## src/psl_pkg.sv

```systemverilog
// psl_pkg: constants and types for the power-on strap latch block
// assumes: one clock (mclk), asynchronous active-high reset
package psl_pkg;
  localparam int unsigned PSL_CORES = 8;
  localparam int unsigned PSL_SOCK_W = 2;
  // pin groups that the tri-state covers
  localparam int unsigned PSL_GRP_LINK = 0;
  localparam int unsigned PSL_GRP_SERX = 1;
  localparam int unsigned PSL_GRP_CHIP = 2;
  localparam int unsigned PSL_GRP_SMB = 3;
  localparam int unsigned PSL_GRP_SIDE = 4;
  localparam int unsigned PSL_GRP_VREG = 5;
  localparam int unsigned PSL_GRPS = 6;
  // default levels of undriven straps
  localparam logic PSL_PULL_SELFTEST = 1'b1;
  localparam logic PSL_PULL_DEBUG_N = 1'b1;
  localparam logic PSL_PULL_HALT_N = 1'b1;
  localparam logic PSL_PULL_TRUSTED = 1'b1;
  localparam logic PSL_PULL_LOW = 1'b0;
  // reset values of the latched configuration
  localparam logic [PSL_SOCK_W-1:0] PSL_SOCK_RST = 2'h0;
  localparam logic [PSL_CORES-1:0] PSL_CORE_DIS_RST = 8'h00;

  typedef enum logic [2:0]
  {
    PSL_IDLE = 3'b001,
    PSL_RUN = 3'b010,
    PSL_TRI = 3'b100
  } psl_state_t;
endpackage

```

## src/psl_sync_if.sv

```systemverilog
// psl_sync_if: raw pin levels into the synchroniser, clean levels out
// assumes: both ends on mclk
interface psl_sync_if;
  logic [13:0] raw;
  logic [13:0] clean;
  modport src (output raw, input clean);
  modport snk (input raw, output clean);
endinterface

```

## src/psl_sync.sv

```systemverilog
// psl_sync: two-flip-flop synchroniser for all strap and latch pins
// assumes: pins are asynchronous to mclk
module psl_sync
  import psl_pkg::*;
(
  // clock and reset
  input wire logic mclk,
  input wire logic sys_rst,
  // pin levels
  psl_sync_if.snk sif
);
  typedef struct packed
  {
    logic [13:0] s1;
    logic [13:0] s2;
  } psl_sync_st_t;

  psl_sync_st_t st_r;
  psl_sync_st_t st_nxt;

  // first stage feeds only the second stage
  always_comb
  begin
    st_nxt = st_r;
    st_nxt.s1 = sif.raw;
    st_nxt.s2 = st_r.s1;
  end

  // reset to zero, straps settle long before they are latched
  always_ff @(posedge mclk or posedge sys_rst)
  begin
    if (sys_rst)
      st_r <= '0;
    else
      st_r <= st_nxt;
  end

  assign sif.clean = st_r.s2;
endmodule

```

## src/psl_latch.sv

```systemverilog
// psl_latch: latches power-on straps and drives socket tri-state
// assumes: straps may float (enable=0 means undriven); mclk 20 MHz
//////////////////////////////////////////////////////////////////////////////
// Overview of operation
// - capture straps on reset release or on power-good rising edge.
// - captured values hold until the next edge of their latching signal.
// - thermal alert pin is latched on reset release as tri-state strap.
// - self-test request sampled on reset release; starts built-in self test.
// - boot, security, socket and debug straps sampled after power-good rises.
// - alert low at reset release puts all socket outputs in high impedance.
// - tri-state covers link, serial, chipset, smbus, sideband, vreg groups.
// - a register lets firmware disable individual cores.
// - boot-mode straps select service, halt, trusted, agent, safe modes.
// - debug strap active permits debug access from cold boot.
// - undriven straps default to their internal pull levels.
module psl_latch
  import psl_pkg::*;
(
  // clock and system reset
  input wire logic mclk,
  input wire logic sys_rst,
  // latching signals from the board (pins)
  input wire logic plat_reset_n,
  input wire logic power_ok_in,
  // straps: level and whether board drives it (alert pin: level only, no drive flag)
  input wire logic thermal_alert_pin_n,
  input wire logic selftest_request_strap,
  input wire logic selftest_request_drv,
  input wire logic service_proc_boot_strap,
  input wire logic service_proc_boot_drv,
  input wire logic powerup_halt_strap_n,
  input wire logic powerup_halt_drv,
  input wire logic trusted_platform_strap,
  input wire logic trusted_platform_drv,
  input wire logic firmware_agent_strap,
  input wire logic firmware_agent_drv,
  input wire logic trusted_agent_strap,
  input wire logic trusted_agent_drv,
  input wire logic safe_boot_strap,
  input wire logic safe_boot_drv,
  input wire logic [1:0] socket_number_strap,
  input wire logic socket_number_drv,
  input wire logic debug_enable_strap_n,
  input wire logic debug_enable_drv,
  // core disable register write port (same clock domain)
  input wire logic core_dis_we,
  input wire logic [PSL_CORES-1:0] core_dis_wdata,
  // self-test completion from the core logic (same clock domain)
  input wire logic selftest_done,
  // latched configuration
  output logic selftest_run,
  output logic service_proc_boot,
  output logic powerup_halt,
  output logic trusted_platform_en,
  output logic firmware_agent,
  output logic trusted_agent,
  output logic safe_boot,
  output logic [PSL_SOCK_W-1:0] socket_number,
  output logic cold_debug_en,
  output logic [PSL_CORES-1:0] core_disable,
  // per-group output enable kill, high while socket is tri-stated
  output logic [PSL_GRPS-1:0] group_tristate,
  output logic fault_tolerant_boot
);
  //////////////////////////////////////////////////////////////////////////////
  // synchronise every pin, defaulting undriven straps
  psl_sync_if sif ();
  logic [13:0] c;

  // pull levels applied before sync so a floating pin reads its default
  assign sif.raw = {
    plat_reset_n,
    power_ok_in,
    thermal_alert_pin_n,
    selftest_request_drv ? selftest_request_strap : PSL_PULL_SELFTEST,
    service_proc_boot_drv ? service_proc_boot_strap : PSL_PULL_LOW,
    powerup_halt_drv ? powerup_halt_strap_n : PSL_PULL_HALT_N,
    trusted_platform_drv ? trusted_platform_strap : PSL_PULL_TRUSTED,
    firmware_agent_drv ? firmware_agent_strap : PSL_PULL_LOW,
    trusted_agent_drv ? trusted_agent_strap : PSL_PULL_LOW,
    safe_boot_drv ? safe_boot_strap : PSL_PULL_LOW,
    socket_number_drv ? socket_number_strap : {2{PSL_PULL_LOW}},
    debug_enable_drv ? debug_enable_strap_n : PSL_PULL_DEBUG_N,
    // spare bit 0 fills the 14-bit word so fields sit at c[13:1]
    1'b0
  };

  psl_sync u_sync
  (
    .mclk(mclk),
    .sys_rst(sys_rst),
    .sif(sif)
  );

  assign c = sif.clean;

  //////////////////////////////////////////////////////////////////////////////
  // block state
  typedef struct packed
  {
    logic rst_n_d;
    logic pok_d;
    logic primed;
    logic [1:0] warm;
    psl_state_t st;
    logic tri_en;
    logic selftest;
    logic svc;
    logic halt;
    logic tplat;
    logic fwa;
    logic tag;
    logic safe;
    logic [PSL_SOCK_W-1:0] sock;
    logic dbg;
    logic [PSL_CORES-1:0] cdis;
  } psl_st_t;

  psl_st_t s_r;
  psl_st_t s_nxt;
  logic rst_rel;
  logic pok_rise;

  // edges are taken only once the sync chain and the delay flops hold
  // real pin samples, so their reset zeros cannot fake an edge when a
  // pin is already high as sys_rst is released
  assign rst_rel = s_r.primed && c[13] && !s_r.rst_n_d;
  assign pok_rise = s_r.primed && c[12] && !s_r.pok_d;

  // next-state logic
  always_comb
  begin
    s_nxt = s_r;
    s_nxt.rst_n_d = c[13];
    s_nxt.pok_d = c[12];
    // warm-up: two sync edges plus one delay edge before history is real
    s_nxt.warm = (s_r.warm == 2'h3) ? s_r.warm : 2'(s_r.warm + 2'h1);
    s_nxt.primed = s_r.primed || (s_r.warm == 2'h2);
    // reset-latched group: tri-state strap and self-test request
    if (rst_rel)
    begin
      s_nxt.tri_en = !c[11];
      s_nxt.selftest = c[10];
    end
    // power-good-latched group
    if (pok_rise)
    begin
      s_nxt.svc = c[9];
      s_nxt.halt = !c[8];
      s_nxt.tplat = c[7];
      s_nxt.fwa = c[6];
      s_nxt.tag = c[5];
      s_nxt.safe = c[4];
      s_nxt.sock = c[3:2];
      s_nxt.dbg = !c[1];
    end
    // self-test sequencer; tri-stated socket runs nothing
    case (s_r.st)
      PSL_IDLE:
      begin
        if (rst_rel && c[10] && c[11])
          s_nxt.st = PSL_RUN;
        else if (rst_rel && !c[11])
          s_nxt.st = PSL_TRI;
      end
      PSL_RUN:
      begin
        // a new release re-decides from the freshly latched straps
        if (rst_rel && !c[11])
          s_nxt.st = PSL_TRI;
        else if (rst_rel)
          s_nxt.st = c[10] ? PSL_RUN : PSL_IDLE;
        else if (selftest_done)
          s_nxt.st = PSL_IDLE;
      end
      PSL_TRI:
      begin
        // leave only on a release with alert inactive
        if (rst_rel && c[11])
          s_nxt.st = c[10] ? PSL_RUN : PSL_IDLE;
      end
      default:
        s_nxt.st = PSL_IDLE;
    endcase
    // core disable register, firmware-written
    if (core_dis_we)
      s_nxt.cdis = core_dis_wdata;
  end

  // state register
  always_ff @(posedge mclk or posedge sys_rst)
  begin
    if (sys_rst)
    begin
      s_r <= '0;
      s_r.st <= PSL_IDLE;
      s_r.halt <= !PSL_PULL_HALT_N;
      s_r.tplat <= PSL_PULL_TRUSTED;
      s_r.selftest <= PSL_PULL_SELFTEST;
      s_r.sock <= PSL_SOCK_RST;
      s_r.cdis <= PSL_CORE_DIS_RST;
    end
    else
      s_r <= s_nxt;
  end

  //////////////////////////////////////////////////////////////////////////////
  // outputs straight from flops, except selftest_run, which is decoded from the state register
  assign selftest_run = s_r.st == PSL_RUN;
  assign service_proc_boot = s_r.svc;
  assign powerup_halt = s_r.halt;
  assign trusted_platform_en = s_r.tplat;
  assign firmware_agent = s_r.fwa;
  assign trusted_agent = s_r.tag;
  assign safe_boot = s_r.safe;
  assign socket_number = s_r.sock;
  assign cold_debug_en = s_r.dbg;
  assign core_disable = s_r.cdis;
  assign fault_tolerant_boot = s_r.tri_en;
  assign group_tristate = {PSL_GRPS{s_r.tri_en}};

  //////////////////////////////////////////////////////////////////////////////
  // checks
  a_tri_on_release: assert property (@(posedge mclk) disable iff (sys_rst)
    rst_rel |=> fault_tolerant_boot == !$past(c[11]))
    else $error("tri-state not latched from alert at reset release");
  a_tri_holds: assert property (@(posedge mclk) disable iff (sys_rst)
    !rst_rel |=> $stable(fault_tolerant_boot))
    else $error("tri-state changed without reset release");
  a_grp_cover: assert property (@(posedge mclk) disable iff (sys_rst)
    group_tristate == {PSL_GRPS{fault_tolerant_boot}})
    else $error("pin group tri-state mismatch");
  a_sock_latch: assert property (@(posedge mclk) disable iff (sys_rst)
    pok_rise |=> socket_number == $past(c[3:2]))
    else $error("socket number not latched on power-good");
  a_pok_hold: assert property (@(posedge mclk) disable iff (sys_rst)
    !pok_rise |=> $stable(socket_number) && $stable(safe_boot)
      && $stable(cold_debug_en) && $stable(powerup_halt))
    else $error("power-good group changed without edge");
  a_boot_mode: assert property (@(posedge mclk) disable iff (sys_rst)
    pok_rise |=> service_proc_boot == $past(c[9])
      && powerup_halt == !$past(c[8]) && trusted_agent == $past(c[5]))
    else $error("boot mode straps latched wrong");
  a_dbg_latch: assert property (@(posedge mclk) disable iff (sys_rst)
    pok_rise |=> cold_debug_en == !$past(c[1]))
    else $error("debug strap latched wrong");
  a_selftest_go: assert property (@(posedge mclk) disable iff (sys_rst)
    rst_rel && c[10] && c[11] |=> selftest_run)
    else $error("self test did not start");
  a_core_dis: assert property (@(posedge mclk) disable iff (sys_rst)
    core_dis_we |=> core_disable == $past(core_dis_wdata))
    else $error("core disable write lost");
  a_rst_edge: assert property (@(posedge mclk) disable iff (sys_rst)
    s_r.primed && !c[13] ##1 c[13] |-> rst_rel)
    else $error("reset release edge missed");
endmodule

```

## config.mk

```make
export PLATFORM = sky130hd
export DESIGN_NAME = psl_latch
export DESIGN_NICKNAME = d
export VERILOG_FILES = /design/src/psl_pkg.sv /design/src/psl_sync_if.sv /design/src/psl_sync.sv /design/src/psl_latch.sv
export SDC_FILE = /design/constraint.sdc
export NUM_CORES = 1
export LEC_CHECK = 0
export ABC_AREA = 1
export ABC_CLOCK_PERIOD_IN_PS = 2450
export CORE_MARGIN = 2
export CORE_UTILIZATION = 60
export DETAILED_ROUTE_END_ITERATION = 8
export DONT_BUFFER_PORTS = 1
export GPL_ROUTABILITY_DRIVEN = 0
export PLACE_DENSITY = 0.76
export SLEW_MARGIN = 0
export SYNTH_ARGS = -nofsm -noshare
export SYNTH_HDL_FRONTEND = slang
export SYNTH_SLANG_ARGS = --single-unit
```

## constraint.sdc

```tcl
create_clock -name mclk -period 2.45 [get_ports mclk]
set_input_delay 0.245 -clock mclk [delete_from_list [all_inputs] [get_ports mclk]]
set_output_delay 0.245 -clock mclk [all_outputs]
set_load 0.05 [all_outputs]
```

==> summary.md <==
| Metric | Value |
|---|---|
| Cells after Synth | `163` |
| Worst R2R End | `firmware_agent$_DFFE_PP0P_` |
| CTS tree | `yes` |
| RSZ-0062 raised after global routing | `false` |
| Largest net degree at the start of global routing | `39` |
| Critical path startpoint category | `flip-flop` |
| DRC Markers | `0` |
| Initial core utilization | `0.6395` |
| Worst slack at placement | `1035 ps` |
| Total power | `just under 2000 uW` |
| Delay-heaviest family, CP | `flip-flops` |
| Reg2reg start | `s_r[25]$_DFF_PP0_` |
| Via count | `1088` |
| Cts repair resizes | `0` |
| Post-route ant nets | `0` |
| Fin nets | `roughly 220` |
| Total CTS buffers | `5` |
| Buffers on Ports | `0` |
| Fin Setup TNS | `0 ps` |
| Tmin final | `1680 ps` |
| Slowest CP cell | `dfrtp_4` |
| Clk pin slew, worst setup/hold paths | `140 ps` |
| Vias in the first global route | `about 1200` |
| CP required | `2200 ps` |
| Core area | `just over 0.003 sq mm` |
| Pleak | `approximately 0.0011 uW` |
| Number of synthesized register bits | `52` |
| Crit-path max FO | `5` |
| Rows | `20` |
| Reg2reg path depth | `2` |
| Peak VDD IR | `0.6256 mV` |
| Cell breakdown of the critical path | `buf_12` |
| Final Max Slew Viols | `0` |
| H-tree levels | `2` |
| Setup slack after layout | `769.6 ps` |
| Detail Placement HPWL | `2.042 mm` |
| Slew @ Worst Pin | `749.6 ps` |
| Root buffer cell | `clkbuf_4` |
| Slew headroom | `0.4995` |
| Mapped cell area | `0.001984 sq mm` |
| Status | `finished clean` |
| Die Width | `61.51 um` |
| First-pass DRT Iterations | `4` |
| Mapped Nets | `199` |
| Clock Skew | `between 7 and 8 ps` |
| Ant. Diodes | `0` |
| Detailed Route WL | `3.176 mm` |
| CTS sink cnt | `52` |
| Yosys warnings | `0` |
| Hold WS | `19.05 ps` |
| Die H | `61.51 um` |
| Longest Clk Path Bufs | `2` |
| Period utilization | `0.6859` |
| # setup viols final | `0` |
| Syn-to-layout area delta | `14.63%` |
| Crit-path max cell delay | `750 ps` |
| Area of the multi-input gates | `461.7 sq um` |
| PD cells | `868.4 mW/mm^2` |
| Synthesized area per cell | `around 12 sq um` |
| Synth unique cells | `24` |
| Post-DR wirelength/cell | `14.18 um` |
| Worst-Skew Late Latency | `370 ps` |
| Worst setup path class | `reg -> out` |
| Worst Path Arrival | `about 1400 ps` |
| Fillcell total | `210` |
| Hold Vio Cnt, Final | `0` |
| First-pass GRT wire length | `approximately 5.2 mm` |
| Cell taking the most area after synthesis | `dfrtp_1` |
| Critical path depth in cells | `1` |
| Fmax | `0.5951 GHz` |
| Top-level port count | `59` |
| Initial antenna violation count | `0` |
| Worst Setup EP | `group_tristate[0]` |
| Share of cells above drive strength 1 | `0.2000` |
| Total Die Area | `0.003783 sq mm` |
| Grt ovf | `0` |
| WP buf/inv | `1` |
| Critical path launch point | `fault_tolerant_boot$_DFFE_PP0N_` |
| Sequential fraction of the synthesis area | `0.6570` |
| GRT Total Usage | `0.2051` |
| Initial DRC Count | `42` |
| Synth top area cells | `dfrtp_1 63%, nand2_1 6.2%, buf_4 6.1%` |
| Tightest Hold Check Type | `in -> reg` |
| Register area | `0.001308 sq mm` |
| Yosys top cell area share | `0.6305` |
| Vias per cell | `a little under 5` |
| Reg2reg setup slack | `a little over 1000 ps` |
| Final core utilization | `0.7331` |
| # Max-Cap Violations | `0` |
| Worst Setup End Kind | `output port` |
how the worst min path moves through the flow:
stage                                   start                     endpoint  slack, ps  cells after the start
after global routing        core_dis_wdata[6]  core_disable[6]$_DFFE_PP0P_          3                      1
after CTS                   core_dis_wdata[2]  core_disable[2]$_DFFE_PP0P_          2                      1
after floorplan           thermal_alert_pin_n  u_sync.st_nxt[11]$_DFF_PP0_        280                      0
after detailed placement          power_ok_in  u_sync.st_nxt[12]$_DFF_PP0_        280                      0
final                       core_dis_wdata[2]  core_disable[2]$_DFFE_PP0P_         20                      1
after global placement                sys_rst  u_sync.st_nxt[10]$_DFF_PP0_        280                      1
final cells by class:
type                            count  area share
Inverter                           22     0.03630
Tap cell                           44     0.02420
Clock buffer                        6     0.02255
Multi-Input combinational cell     71      0.2030
Sequential cell                    52      0.5748
Clock inverter                      2     0.01705
Timing Repair Buffer               27      0.1221
logic make-up (layout without fill, tap and decap cells):
family                     count (synthesis)  in the layout  share of synthesized area
DFF                                       52             52                     0.6570
and+or+nand+nor                           48             48                     0.1053
buffers and inverters                     40             57                     0.1103
muxes                                     15             15                    0.09647
AOI/OAI and AO/OA                          5              5                    0.01387
adders and majority gates                  2              2                    0.01261
xor gates and xnor gates                   1              1                   0.004414
per-stage QoR:
stage / area (sq um) / instances
after floorplan: 1984 / 163
after global placement: 1934 / 191
after detailed placement: 1934 / 191
after CTS: 2255 / 222
after global routing: 2275 / 224
final: 2275 / 224
layout by cell type, fill, tap and decap left out, drive strengths merged:
cell         count
nand4            1
dlygate4sd3     25
mux2            15
xnor2            1
ha               2
o21a             1
dfrtp           50
buf              2
nand3            6
inv             21
bufinv           1
nand3b           1
o21ai            4
or2              1
nand2           34
nor2             5
dfstp            2
clkinv           2
clkbuf           6
worst register-to-register path: stages (launching register included):
cell and delay, ps:
dfrtp_1 390, nand3b_1 490, mux2_4 460
power by group:
group	internal, uW	leakage (uW)	total [uW]	switching [uW]
logic	135	0.000470	340	205
clock network	245	0.0000484	506	261
registers	945	0.000611	1130	184
total	1320	0.00113	1980	651
timing repair:
item                                   CTS  global route
setup buffers                            0             0
endpoints found under the hold margin   48             2
hold buffers                            23             2
per-layer routing:
metal  vias up  wire [um]  GRT usage
li1        515          -          -
met1       511       1215     0.2222
met2        49       1576     0.3218
met3        13        265    0.08193
met4         0        118     0.1550
met5         -          0          0
cells in the mapped netlist:
| cell type | number |
|---|---|
| nor2_4 | 1 |
| o21ai_1 | 1 |
| nand2_1 | 33 |
| xnor2_1 | 1 |
| nand2_2 | 1 |
| mux2_4 | 6 |
| nand4_1 | 1 |
| nor2_2 | 1 |
| inv_2 | 3 |
| inv_1 | 18 |
| or2_2 | 1 |
| buf_4 | 16 |
| dfstp_2 | 2 |
| nor2_1 | 3 |
| nand3_1 | 6 |
| nand3b_1 | 1 |
| o21ai_0 | 3 |
| dfrtp_1 | 50 |
| buf_2 | 1 |
| buf_6 | 1 |
| clkinv_1 | 1 |
| ha_1 | 2 |
| mux2_2 | 9 |
| o21a_1 | 1 |
flip-flops by register name (all words and copies together), names as in the netlist:
signal               cells
safe_boot                1
cold_debug_en            1
trusted_agent            1
powerup_halt             1
service_proc_boot        1
u_sync.st_nxt           13
s_r                      8
core_disable             8
trusted_platform_en      1
fault_tolerant_boot      1
u_sync.sif.clean        13
firmware_agent           1
socket_number            2
Note: power is estimated with default switching activity, not from simulation.
